**src/dsf_defs.svh**
```systemverilog
// Constants for the defect-list sector generator
`ifndef DSF_DEFS_SVH
`define DSF_DEFS_SVH

`define DSF_SECTOR_BYTES      256
`define DSF_ESDI_MIRROR_DIST  10'h008
`define DSF_ESDI_ENTRY_LAST   3'h4
`define DSF_OPT_RECORD_LAST   3'h7
`define DSF_OPT_LAST_SECTOR   8'h05
`define DSF_OPT_MODEL_LAST    9'h007
`define DSF_OPT_SERIAL_LAST   9'h00e
`define DSF_OPT_ZERO_BYTE     9'h00f
`define DSF_OPT_COUNT_LOW     9'h017
`define DSF_OPT_RECORD_BASE   9'h018
`define DSF_OPT_MODEL_FIRST   9'h000
`define DSF_OPT_SERIAL_FIRST  9'h008
`define DSF_FILL_BYTE         8'hff
`define DSF_PAD_BYTE          8'h00
`define DSF_CRC_POLY          16'h1021
`define DSF_CRC_INIT          16'h0000
`define DSF_SPLICE_NS         800
`define DSF_CLK_MHZ           200
`define DSF_SPLICE_CYCLES     ((`DSF_SPLICE_NS * `DSF_CLK_MHZ + 999) / 1000)
`define DSF_FIFO_DEPTH        4

`endif

```
**src/dsf_pkg.sv**
```systemverilog
// Types shared by the defect-list sector generator
package dsf_pkg;

    // One logged defect
    typedef struct packed {
        logic [9:0]  cyl;
        logic [2:0]  head;
        logic [7:0]  sector;
        logic [15:0] pos;
        logic [7:0]  len;
    } dsf_entry_t;

    // Which list layout a requested sector carries
    typedef enum logic [2:0] {
        KIND_NONE = 3'b001,
        KIND_ESDI = 3'b010,
        KIND_OPT  = 3'b100
    } dsf_kind_t;

    // Generator states
    typedef enum logic [3:0] {
        ST_IDLE = 4'b0001,
        ST_DATA = 4'b0010,
        ST_CRCH = 4'b0100,
        ST_CRCL = 4'b1000
    } dsf_state_t;

endpackage

```
**src/dsf_stream_if.sv**
```systemverilog
// Byte stream carrier between generator and FIFO
`timescale 1ns/1ps
interface dsf_stream_if;
    logic       valid;
    logic       ready;
    logic [7:0] data;
    logic       last;

    modport src (output valid, output data, output last, input ready);
    modport snk (input valid, input data, input last, output ready);
endinterface
```
**src/dsf_defect_sector_gen.sv**
```systemverilog
// Defect-list sector data generator with write splice timing
`timescale 1ns/1ps
`include "dsf_defs.svh"
module dsf_defect_sector_gen #(
    parameter int          ENTRIES      = 8,
    parameter int          SECTOR_BYTES = `DSF_SECTOR_BYTES,
    parameter logic [9:0]  MAX_CYL      = 10'h3ff,
    parameter logic [63:0] MODEL_NAME   = 64'h4d4f44454c2d3031, // Arbitrary
    parameter logic [55:0] SERIAL_NUM   = 56'h30303030303031    // Arbitrary
) (
    input  wire logic                        sys_clk,
    input  wire logic                        rst,
    input  wire logic                        entClear,
    input  wire logic                        entWe,
    output logic                             entReady,
    input  wire dsf_pkg::dsf_entry_t         entData,
    output logic [$clog2(ENTRIES+1)-1:0]     defectCount,
    input  wire logic                        reqValid,
    output logic                             reqReady,
    input  wire logic [9:0]                  reqCyl,
    input  wire logic [2:0]                  reqHead,
    input  wire logic [7:0]                  reqSector,
    output logic                             outValid,
    input  wire logic                        outReady,
    output logic [7:0]                       outData,
    output logic                             outLast,
    input  wire logic                        writeGatePin,
    output logic                             writeDriverOn
);
    localparam int CW = $clog2(ENTRIES+1);
    localparam int IW = (ENTRIES > 1) ? $clog2(ENTRIES) : 1;
    localparam int SPLICE_CYCLES = `DSF_SPLICE_CYCLES;

    dsf_stream_if genS ();

    //////////////////////////////////////////////////////////////////////
    // Defect table

    dsf_pkg::dsf_entry_t tblQ [ENTRIES];
    dsf_pkg::dsf_entry_t tblD [ENTRIES];
    logic [CW-1:0]       cntQ, cntD;
    dsf_pkg::dsf_state_t stQ, stD;

    assign entReady    = (stQ == dsf_pkg::ST_IDLE) && (cntQ != CW'(ENTRIES));
    assign defectCount = cntQ;

    // Append or clear only while no sector is being built
    always_comb begin
        tblD = tblQ;
        cntD = cntQ;
        if (stQ == dsf_pkg::ST_IDLE) begin
            if (entClear) begin
                cntD = '0;
            end else if (entWe && entReady) begin
                tblD[cntQ[IW-1:0]] = entData;
                cntD = cntQ + CW'(1);
            end
        end
    end

    // Table registers
    always_ff @(posedge sys_clk or posedge rst) begin
        if (rst) begin
            for (int i = 0; i < ENTRIES; i++) begin
                tblQ[i] <= '0;
            end
            cntQ <= '0;
        end else begin
            tblQ <= tblD;
            cntQ <= cntD;
        end
    end

    //////////////////////////////////////////////////////////////////////
    // Sector byte generator

    dsf_pkg::dsf_kind_t  kindQ, kindD;
    logic [2:0]          headQ, headD;
    logic [8:0]          byteQ, byteD;
    logic [CW-1:0]       ptrQ, ptrD;
    logic [2:0]          subQ, subD;
    logic [15:0]         crcQ, crcD;
    logic [7:0]          curByte;
    logic                skip;
    logic                recByte;
    dsf_pkg::dsf_entry_t cur;
    dsf_pkg::dsf_kind_t  reqKind;

    // MSB-first CRC over one byte
    function automatic logic [15:0] crcByte(input logic [15:0] c, input logic [7:0] b);
        logic [15:0] r;
        r = c;
        for (int i = 7; i >= 0; i--) begin
            r = (r[15] ^ b[i]) ? ({r[14:0], 1'b0} ^ `DSF_CRC_POLY) : {r[14:0], 1'b0};
        end
        return r;
    endfunction

    assign cur = tblQ[ptrQ[IW-1:0]];

    // Classify requested sector
    always_comb begin
        reqKind = dsf_pkg::KIND_NONE;
        if (reqSector == 8'h00 && (reqCyl == MAX_CYL ||
            reqCyl == MAX_CYL - `DSF_ESDI_MIRROR_DIST)) begin
            reqKind = dsf_pkg::KIND_ESDI;
        end else if (reqCyl == 10'h000 && reqSector <= `DSF_OPT_LAST_SECTOR) begin
            reqKind = dsf_pkg::KIND_OPT;
        end
    end

    // Data byte for the current position
    always_comb begin
        curByte = `DSF_PAD_BYTE;
        skip    = 1'b0;
        recByte = 1'b0;
        if (kindQ == dsf_pkg::KIND_ESDI) begin
            if (ptrQ < cntQ) begin
                if (subQ == 3'h0 && cur.head != headQ) begin
                    skip = 1'b1; // Other surface's entry
                end else begin
                    recByte = 1'b1;
                    case (subQ)
                        3'h0: curByte = {6'h00, cur.cyl[9:8]};
                        3'h1: curByte = cur.cyl[7:0];
                        3'h2: curByte = cur.pos[15:8];
                        3'h3: curByte = cur.pos[7:0];
                        default: curByte = cur.len;
                    endcase
                end
            end else begin
                curByte = `DSF_FILL_BYTE;
            end
        end else if (kindQ == dsf_pkg::KIND_OPT) begin
            if (byteQ <= `DSF_OPT_MODEL_LAST) begin
                curByte = MODEL_NAME[8*(7-int'(byteQ - `DSF_OPT_MODEL_FIRST)) +: 8];
            end else if (byteQ <= `DSF_OPT_SERIAL_LAST) begin
                curByte = SERIAL_NUM[8*(6-int'(byteQ - `DSF_OPT_SERIAL_FIRST)) +: 8];
            end else if (byteQ == `DSF_OPT_ZERO_BYTE) begin
                curByte = `DSF_PAD_BYTE;
            end else if (byteQ < `DSF_OPT_COUNT_LOW) begin
                curByte = `DSF_PAD_BYTE;
            end else if (byteQ == `DSF_OPT_COUNT_LOW) begin
                curByte = 8'(cntQ);
            end else if (ptrQ < cntQ) begin
                recByte = 1'b1;
                case (subQ)
                    3'h0: curByte = {6'h00, cur.cyl[9:8]};
                    3'h1: curByte = cur.cyl[7:0];
                    3'h2: curByte = {5'h00, cur.head};
                    3'h3: curByte = cur.sector;
                    3'h4: curByte = cur.pos[15:8];
                    3'h5: curByte = cur.pos[7:0];
                    3'h6: curByte = cur.len;
                    default: curByte = `DSF_PAD_BYTE;
                endcase
            end else begin
                curByte = `DSF_FILL_BYTE;
            end
        end
    end

    assign reqReady   = (stQ == dsf_pkg::ST_IDLE) && !entWe && !entClear;
    assign genS.valid = ((stQ == dsf_pkg::ST_DATA) && !skip) ||
                        (stQ == dsf_pkg::ST_CRCH) || (stQ == dsf_pkg::ST_CRCL);
    assign genS.last  = (stQ == dsf_pkg::ST_CRCL);

    // Byte to the FIFO, check bytes high first
    always_comb begin
        genS.data = curByte;
        if (stQ == dsf_pkg::ST_CRCH) begin
            genS.data = crcQ[15:8];
        end else if (stQ == dsf_pkg::ST_CRCL) begin
            genS.data = crcQ[7:0];
        end
    end

    // Sequencing of one data field
    always_comb begin
        stD   = stQ;
        kindD = kindQ;
        headD = headQ;
        byteD = byteQ;
        ptrD  = ptrQ;
        subD  = subQ;
        crcD  = crcQ;
        case (stQ)
            dsf_pkg::ST_IDLE: begin
                if (reqValid && reqReady) begin
                    stD   = dsf_pkg::ST_DATA;
                    kindD = reqKind;
                    headD = reqHead;
                    byteD = '0;
                    ptrD  = '0;
                    subD  = '0;
                    crcD  = `DSF_CRC_INIT;
                end
            end
            dsf_pkg::ST_DATA: begin
                if (skip) begin
                    ptrD = ptrQ + CW'(1);
                end else if (genS.ready) begin
                    crcD = crcByte(crcQ, curByte);
                    if (recByte) begin
                        if (subQ == ((kindQ == dsf_pkg::KIND_ESDI) ?
                                     `DSF_ESDI_ENTRY_LAST : `DSF_OPT_RECORD_LAST)) begin
                            subD = '0;
                            ptrD = ptrQ + CW'(1);
                        end else begin
                            subD = subQ + 3'h1;
                        end
                    end
                    if (byteQ == 9'(SECTOR_BYTES-1)) begin
                        stD = dsf_pkg::ST_CRCH; // End of sector ends the list
                    end else begin
                        byteD = byteQ + 9'h001;
                    end
                end
            end
            dsf_pkg::ST_CRCH: begin
                if (genS.ready) begin
                    stD = dsf_pkg::ST_CRCL;
                end
            end
            dsf_pkg::ST_CRCL: begin
                if (genS.ready) begin
                    stD = dsf_pkg::ST_IDLE;
                end
            end
            default: stD = dsf_pkg::ST_IDLE;
        endcase
    end

    // Generator registers
    always_ff @(posedge sys_clk or posedge rst) begin
        if (rst) begin
            stQ   <= dsf_pkg::ST_IDLE;
            kindQ <= dsf_pkg::KIND_NONE;
            headQ <= '0;
            byteQ <= '0;
            ptrQ  <= '0;
            subQ  <= '0;
            crcQ  <= `DSF_CRC_INIT;
        end else begin
            stQ   <= stD;
            kindQ <= kindD;
            headQ <= headD;
            byteQ <= byteD;
            ptrQ  <= ptrD;
            subQ  <= subD;
            crcQ  <= crcD;
        end
    end

    // Output buffer
    dsf_fifo #(
        .WIDTH (9),
        .DEPTH (`DSF_FIFO_DEPTH)
    ) u_fifo (
        .sys_clk  (sys_clk),
        .rst      (rst),
        .inS      (genS),
        .outValid (outValid),
        .outReady (outReady),
        .outData  (outData),
        .outLast  (outLast)
    );

    //////////////////////////////////////////////////////////////////////
    // Write driver turn-on after write gate

    logic [2:0] syncQ, syncD;
    logic       gateQ, gateD;
    logic [7:0] splQ, splD;
    logic       onQ, onD;

    assign writeDriverOn = onQ;

    // Filtered gate and splice timer
    always_comb begin
        syncD = {syncQ[1:0], writeGatePin};
        gateD = (syncQ[1] == syncQ[2]) ? syncQ[2] : gateQ;
        splD  = splQ;
        onD   = onQ;
        if (!gateQ) begin
            splD = '0;
            onD  = 1'b0;
        end else if (splQ == 8'(SPLICE_CYCLES - 1)) begin
            onD = 1'b1;
        end else begin
            splD = splQ + 8'h01;
        end
    end

    // Gate registers
    always_ff @(posedge sys_clk or posedge rst) begin
        if (rst) begin
            syncQ <= '0;
            gateQ <= 1'b0;
            splQ  <= '0;
            onQ   <= 1'b0;
        end else begin
            syncQ <= syncD;
            gateQ <= gateD;
            splQ  <= splD;
            onQ   <= onD;
        end
    end
endmodule // dsf_defect_sector_gen

```
**src/dsf_fifo.sv**
```systemverilog
// Small flip-flop FIFO for the sector byte stream
`timescale 1ns/1ps
`include "dsf_defs.svh"
module dsf_fifo #(
    parameter int WIDTH = 9,
    parameter int DEPTH = `DSF_FIFO_DEPTH
) (
    input  wire logic             sys_clk,
    input  wire logic             rst,
    dsf_stream_if.snk             inS,
    output logic                  outValid,
    input  wire logic             outReady,
    output logic [WIDTH-2:0]      outData,
    output logic                  outLast
);
    localparam int AW = (DEPTH > 1) ? $clog2(DEPTH) : 1;

    logic [WIDTH-1:0] memQ [DEPTH];
    logic [WIDTH-1:0] memD [DEPTH];
    logic [AW-1:0]    wrQ, wrD, rdQ, rdD;
    logic [AW:0]      lvlQ, lvlD;
    logic             doWr, doRd;

    // Honest full and empty from the fill level
    assign inS.ready = (lvlQ != (AW+1)'(DEPTH));
    assign outValid  = (lvlQ != '0);
    assign doWr      = inS.valid && inS.ready;
    assign doRd      = outValid && outReady;
    assign outData   = memQ[rdQ][WIDTH-2:0];
    assign outLast   = memQ[rdQ][WIDTH-1];

    // Pointer and storage next values
    always_comb begin
        memD = memQ;
        wrD  = wrQ;
        rdD  = rdQ;
        lvlD = lvlQ;
        if (doWr) begin
            memD[wrQ] = {inS.last, inS.data};
            wrD = (wrQ == AW'(DEPTH-1)) ? '0 : wrQ + AW'(1);
        end
        if (doRd) begin
            rdD = (rdQ == AW'(DEPTH-1)) ? '0 : rdQ + AW'(1);
        end
        if (doWr && !doRd) begin
            lvlD = lvlQ + (AW+1)'(1);
        end else if (doRd && !doWr) begin
            lvlD = lvlQ - (AW+1)'(1);
        end
    end

    // Register stage
    always_ff @(posedge sys_clk or posedge rst) begin
        if (rst) begin
            for (int i = 0; i < DEPTH; i++) begin
                memQ[i] <= '0;
            end
            wrQ  <= '0;
            rdQ  <= '0;
            lvlQ <= '0;
        end else begin
            memQ <= memD;
            wrQ  <= wrD;
            rdQ  <= rdD;
            lvlQ <= lvlD;
        end
    end
endmodule // dsf_fifo

```
**config.mk**
```make
export PLATFORM = sky130hd
export DESIGN_NAME = dsf_defect_sector_gen
export DESIGN_NICKNAME = d
export VERILOG_FILES = /design/src/dsf_pkg.sv /design/src/dsf_stream_if.sv /design/src/dsf_defect_sector_gen.sv /design/src/dsf_fifo.sv
export VERILOG_INCLUDE_DIRS = /design/src
export SDC_FILE = /design/constraint.sdc
export NUM_CORES = 1
export LEC_CHECK = 0
export BUFFER_PORTS_ARGS = -buffer_cell sky130_fd_sc_hd__buf_4
export CAP_MARGIN = 20
export CELL_PAD_IN_SITES_DETAIL_PLACEMENT = 1
export CELL_PAD_IN_SITES_GLOBAL_PLACEMENT = 1
export CORE_MARGIN = 8
export CORE_UTILIZATION = 40
export CTS_CLUSTER_DIAMETER = 150
export DETAILED_ROUTE_END_ITERATION = 8
export PLACE_DENSITY_LB_ADDON = 0.1
export SYNTH_ARGS = -nofsm -noshare
export SYNTH_HDL_FRONTEND = slang
export SYNTH_SLANG_ARGS = --single-unit
```
**constraint.sdc**
```tcl
create_clock -name sys_clk -period 25.1 [get_ports sys_clk]
set_clock_uncertainty 0.1 [all_clocks]
set_input_delay 5.02 -clock sys_clk [delete_from_list [all_inputs] [get_ports sys_clk]]
set_output_delay 5.02 -clock sys_clk [all_outputs]
set_load 0.1 [all_outputs]
```
==> results.md, run 1 <==
* Die Area at about 64000 um^2
* Remaining global-route overflow at 0
* Main synth FF type: dfrtp_1
* Nets at roughly 1900
* Root buffer cell: clkbuf_16
* Placer Congestion at approximately 0.8
* Number of global-route vias before repair at approximately 16000
* CP max FO at 3
* Synth Area per Inst at ~13 um^2
* Vias per cell at 5.61
* Multi-input combinational cell area at between 10000 and 15000 um^2
* Worst Path Arrival at 5790 ps
* Max_cap viols at 0
* Critical-path top delay cell: buf_4
* Worst Hold Path EP: syncQ[1]$_DFF_PP0_
* WS Path Type: primary input to output port
* Period utilization at a little over two fifths
* Fillers at 5681
* Site Rows at 87
* Worst Hold Depth at 0
* Worst Setup SP: entClear
* RR Startpoint: ptrQ[0]$_DFFE_PP0P_
* Worst hold start: syncQ[0]$_DFF_PP0_
* Final Hold Viols at 0
* Worst-Margin Slew at 1090 ps
* Global-route wire length before repair at approximately 100000 um
* Peak VDD IR at 0.0000811 V
* Fin. max-slew vios at 0
* EDFF count, synth at 0
* H-Tree Depth at 2
* Hold_buf cts at 0
* Post-CTS setup buffer count at 0
* CTS Buf Count at 54
* FF/Latch Area at approximately 12000 um^2
* R2R Setup Slk at ~20000 ps
* Delay-heaviest family, CP: buffers and inverters
* Die Wd at 253 um
* ANT nets after route at 0
* CP bufs+invs at 2
* Fin crit period at 10910 ps
* Worst-path cell chain: buf_4 -> nor3_1 -> buf_4
* DRT Pass-1 Iters at 4
* Reg power frac at between 30% and 40%
* Residual DRC at 0
* Sequential area share after synthesis at just over 50%
* Placed cell count at approximately 2500
* Synth-to-Final Area Change at 14.5%
* Chip Height at around 250 um
* Clk sinks at roughly 460
* Most frequent cells in the layout: dfrtp_1 (457), mux2_2 (391), buf_4 (107), mux2i_1 (102), nand2_1 (101)
* Number of DRC markers in iteration 0 at between 800 and 900
* CTS Buffer Depth at 3
* Status: complete, no violations
* Comb power frac at ~32%
* I/O pin count at 90
* Reg clk slew, reported paths at 60 ps
* CP most frequent cell: buf_4
* Routed wire length at ~62000 um
* GRT Total Usage at 19.8%
* Async S/R FF share, synth at 100%
* Synth Warn # at 0
* Setup crit end kind: output port
* Worst-skew pair later-pin latency at between 500 and 600 ps
* HP Class: register to register
* RSZ-0062 raised after global routing: no
* Post-synthesis cell type count at 83
* Share of layout cells above drive strength 1 at between 30% and 40%
* Crit start category: primary input
* Mapped Cells at 1726
* PwrDens at 107 nW/um^2
* Post_cts resized at 0
* Hold_ws at ~260 ps
* IO buf count at 89
* Post-detail-place hpwl at 38600 um
* Setup TNS Final at 0 ps
* Post-DP Area at 24000 um^2
* CTS tree: done
* FF-to-FF End: byteQ[4]$_DFFE_PP0P_
* Mapped cell area at between 20000 and 25000 um^2
* Routed vias at roughly 15000
* Largest net degree at the start of global routing at roughly 120
* Post-synthesis register bit count at between 400 and 500
* Critical Path RT at ~20000 ps
* Syn Nets at 1824
* Setup violators final at 0
* Switch share at between 30% and 40%
* Core box area at approximately 56000 um^2
* Wire per inst at between 20 and 25 um
* Max Freq at 91.7 MHz
* CP peak stage delay at between 300 and 400 ps
* Non-Filler Instances at approximately 2600
* Antenna violations before repair at 2
* P_leak at ~12 nW
* Most common cell after layout, fill and taps aside: dfrtp_1
* Clock power frac at a little under 30%
* Final Total Pwr at between 2 and 3 mW
* Pint at approximately 1.8 mW
* Initial core utilization at between 40% and 50%
* Max_slew headroom at between 20% and 30%
* R2R cell count at 12
* Fin area at approximately 26000 um^2
* Psw at around 930 uW
power groups by stage:
stage / sequential (mW) / combinational (mW) / clock [mW]
2_1_floorplan: 1.02 / 0.663 / 0
3_3_place_gp: 1.07 / 0.873 / 0
3_5_place_dp: 1.08 / 0.893 / 0
4_1_cts: 1.07 / 0.895 / 0.822
5_1_grt: 1.10 / 0.953 / 0.849
6_report: 1.07 / 0.886 / 0.796
state kept, by name (all words and copies together), names as in the netlist, 4 cells and up:
| name | flops |
|---|---|
| tblQ | 360 |
| u_fifo.memQ | 36 |
| crcQ | 16 |
| byteQ | 9 |
| splQ | 8 |
| defectCount | 4 |
| ptrQ | 4 |
| stQ | 4 |
area by class of cell:
type / count / area share [%]
Sequential cell: 462 / 44.9
Multi-Input combinational cell: 1149 / 40.7
Clock buffer: 88 / 6.36
Tap cell: 756 / 3.67
Timing Repair Buffer: 110 / 3.40
Clock inverter: 9 / 0.684
Inverter: 20 / 0.320
Antenna cell: 1 / 0.00970
synthesized netlist by cell type (5+ instances only):
| cell | count | area (um^2) |
|---|---|---|
| mux2i_1 | 102 | 1020 |
| mux4_2 | 49 | 1100 |
| and3_1 | 8 | 50.1 |
| nor4_1 | 8 | 50.1 |
| clkbuf_1 | 55 | 206 |
| nand3_1 | 47 | 235 |
| xnor2_1 | 23 | 201 |
| and2_1 | 15 | 93.8 |
| ha_1 | 24 | 300 |
| dfrtp_1 | 460 | 11500 |
| inv_1 | 17 | 63.8 |
| a22o_1 | 8 | 70.1 |
| o22ai_1 | 8 | 50.1 |
| a211oi_1 | 13 | 97.6 |
| or3_1 | 6 | 37.5 |
| nor2b_1 | 9 | 56.3 |
| nor3_1 | 16 | 80.1 |
| buf_6 | 8 | 90.1 |
| o21ai_1 | 5 | 25.0 |
| o211ai_1 | 8 | 60.1 |
| mux2_2 | 391 | 4400 |
| buf_2 | 22 | 110 |
| buf_4 | 6 | 45.0 |
| o21ai_0 | 65 | 325 |
| nor2_1 | 58 | 218 |
| a31oi_1 | 11 | 68.8 |
| nand2b_1 | 8 | 50.1 |
| a22oi_1 | 26 | 195 |
| nand2_1 | 101 | 379 |
| a21oi_1 | 27 | 135 |
| nand4_1 | 13 | 81.3 |
| xor2_1 | 15 | 131 |
routing by layer:
metal	global-route usage, %	wire length [um]	part of all wire (%)	vias up
met1	26.9	28600	46	7760
li1	-	-	-	6524
met3	3.37	2260	3.6	87
met5	0	11	0.018	-
met4	5.05	1310	2.1	2
met2	32.7	30200	48	182
metrics by stage:
| step | util [%] | setup slack, ps |
|---|---|---|
| floorplan | - | 7100 |
| global route | 46.0 | 14120 |
| CTS | 46.0 | 14190 |
| finish | 46.0 | 14190 |
| global placement | 42.7 | 14210 |
| detailed placement | 42.7 | 14200 |
cells by family after synthesis:
| group | after synthesis | synth area share (%) |
|---|---|---|
| xor gates and xnor gates | 43 | 1.93 |
| buffers and inverters | 115 | 2.41 |
| adders and majority gates | 26 | 1.47 |
| DFF | 462 | 51.3 |
| and+or+nand+nor | 310 | 6.64 |
| muxes | 545 | 29.3 |
| AOI/OAI and AO/OA | 225 | 6.88 |
worst reg2reg max path: cells and delay by family, from the launching register on:
family,cells,cell delay (ps)
compound gates,4,1790
xor+xnor,2,490
buf+inv,2,960
flops,1,690
simple gates,4,1200
worst max path at each step:
stage / to / cells after the start / slack, ps
after detailed placement: reqReady / 3 / 14200
after global routing: reqReady / 3 / 14120
final: reqReady / 3 / 14190
after floorplan: byteQ[0]$_DFFE_PP0P_ / 1 / 7100
after CTS: reqReady / 3 / 14190
after global placement: reqReady / 3 / 14210
(Power assumes the default switching activity.)
==> run 2, diff against run 1 <==
clock period = 10.78 ns   (was 25.1 ns; I/O delays follow)
==> results.md, run 2 (synthesis gave the netlist of run 1 again) <==
* Multi-input combinational cell area at 10500 um^2 (-0.21%)
* Biggest register: tblQ
* CP bufs+invs at 2 (unchanged)
* R2R cell count at 15 (+3)
* Crit start category: primary input
* Final Hold Viols at 0 (unchanged)
* Delay-heaviest family, CP: buffers and inverters
* Most frequent cells in the layout: dfrtp_1 (457), mux2_2 (391), buf_4 (110), mux2i_1 (102), nand2_1 (101)
* Max Freq at approximately 190 MHz
* ANT nets after route at 0 (unchanged)
* Final Total Pwr at 6.38 mW (+130%)
* Setup crit end kind: output port
* GRT Total Usage at 19.8% (+0.050 points)
* Worst Path Arrival at 2920 ps (-2870 ps)
* CTS Buf Count at 53 (-1.9%)
* CTS tree: done
* FF-to-FF End: u_fifo.lvlQ[2]$_DFFE_PP0P_
* CP peak stage delay at 360 ps (about the same)
* Clk sinks at 462 (unchanged)
* Max_slew headroom at 33.2% (+6.2 points)
* Site Rows at 87 (unchanged)
* Setup Slack @ Placement at 5610 ps (-8580 ps)
* PwrDens at 247 nW/um^2 (+130%)
* Max_cap viols at 0 (unchanged)
* Post-detail-place hpwl at 38600 um (about the same)
* Wire per inst at 23.9 um (-0.42%)
* Met1 Use GR at 27.7% (+0.80 points)
* Number of DRC markers in iteration 0 at 902 (+4.6%)
* Post-DP Area at 24000 um^2 (about the same)
* Global-route wire length before repair at 98900 um (+0.43%)
* I/O pin count at 90 (unchanged)
* Most common cell after layout, fill and taps aside: dfrtp_1
* CP most frequent cell: buf_4
* RSZ-0062 raised after global routing: no
* Hold_buf cts at 0 (unchanged)
* Setup violators final at 0 (unchanged)
* Remaining global-route overflow at 0 (unchanged)
* Number of global-route vias before repair at 15900 (+0.52%)
* Residual DRC at 0 (unchanged)
* Fin. max-slew vios at 0 (unchanged)
* Finished Core Util at 46.0% (about the same)
* Core box area at 56100 um^2 (unchanged)
* Share of layout cells above drive strength 1 at 36.6% (+0.61 points)
* H-Tree Depth at 2 (unchanged)
* Critical-path top delay cell: buf_4
* Largest register FFs at 360 (unchanged)
* Placer Congestion at 0.832 (+3.5%)
* HP Class: register to register
* Worst Hold Path EP: syncQ[1]$_DFF_PP0_
* Die Wd at 253 um (unchanged)
* P_leak at 11.5 nW (+0.19%)
* WS Path Type: primary input to output port
* Setup TNS Final at 0 ps (unchanged)
* IO buf count at 89 (unchanged)
* RR Startpoint: ptrQ[0]$_DFFE_PP0P_
* Met2 GRT Util at 31.6% (-1.1 points)
* DRT Pass-1 Iters at 5 (+1)
* Die Area at 64200 um^2 (unchanged)
* Met3 Use GR at 3.31% (-0.051 points)
* Worst-skew pair later-pin latency at 610 ps (+20 ps)
* Routed vias at 14600 (+0.14%)
* Worst hold start: syncQ[0]$_DFF_PP0_
* Vias per cell at 5.60 (about the same)
* R2R Setup Slk at 5760 ps (-13940 ps)
* Largest net degree at the start of global routing at 184 (+48%)
* Worst-path cell chain: buf_4 -> nor3_1 -> buf_4
* Root buffer cell: clkbuf_16
* Worst Setup SP: entClear
* Post_cts resized at 0 (unchanged)
* Period utilization at about 48%
* Synth-to-Final Area Change at 14.5% (about the same)
* Worst-Margin Slew at 1000 ps (-93.1 ps)
* Routed wire length at 62300 um (-0.19%)
* Post-CTS setup buffer count at 0 (unchanged)
* Min setup slack post-route at 5600 ps (-8590 ps)
* Initial core utilization at 40.2% (unchanged)
* Critical Path RT at 8520 ps (-11460 ps)
* Chip Height at 253 um (unchanged)
* Nets at 1899 (+0.21%)
* Largest regs: tblQ: 360 flops, u_fifo.memQ: 36 flops, crcQ: 16 flops
* Fin area at 25800 um^2 (about the same)
* Antenna violations before repair at 2 (unchanged)
* Worst Hold Depth at 0 (unchanged)
* CP max FO at 3 (unchanged)
* Peak VDD IR at 0.000142 V (+75%)
* Fillers at 5628 (-0.93%)
* CTS Buffer Depth at 3 (unchanged)
* Reg clk slew, reported paths at 60 ps (about the same)
* Gr busiest metal: met2
* Status: complete, no violations
* FF/Latch Area at 11600 um^2 (unchanged)
* Fin crit period at just over 5000 ps
run 2: changes by cell type in the layout (fill, tap and decap cells not counted), moves of 3 or more:
cell / delta
buf_4: +3
clkbuf_1: -8
clkinv_2: +8
nand3_2: +3
nand3_4: -3
run 2: cell type report:
| cell class | count | area share (%) |
|---|---|---|
| diodes | 2 | 0.0194 |
| clock inverters | 18 | 0.859 |
| clock buffers | 79 | 6.11 |
| repair buffers | 115 | 3.56 |
| well taps | 756 | 3.67 |
| flip-flops and latches | 462 | 44.9 |
| inverters | 20 | 0.306 |
| multi-input cells | 1149 | 40.6 |
run 2: power breakdown:
part / leakage, nW / switching (mW) / internal, mW
sequential: 6.19 / 0.341 / 2.17
combinational: 4.48 / 1.09 / 0.940
clock: 0.886 / 0.731 / 1.10
total: 11.5 / 2.17 / 4.21
run 2: routing by layer:
metal,wire (um),vias up
li1,-,6532
met1,28700,7721
met2,29300,227
met3,2450,95
met4,1770,0
met5,0,-
run 2: worst max-delay path by stage:
stage | cells past startpoint | to | slack, ps
3_3_place_gp | 3 | reqReady | 5640
2_1_floorplan | 1 | byteQ[0]$_DFFE_PP0P_ | 2270
4_1_cts | 3 | reqReady | 5610
5_1_grt | 15 | u_fifo.lvlQ[2]$_DFFE_PP0P_ | 5410
3_5_place_dp | 3 | reqReady | 5610
6_report | 3 | reqReady | 5600
run 2: metrics by stage:
stage,hold slack (ps),cells
final,250,2601
after global routing,269,2599
after CTS,253,2597
after detailed placement,247,2500
after global placement,241,2500
after floorplan,231,1726
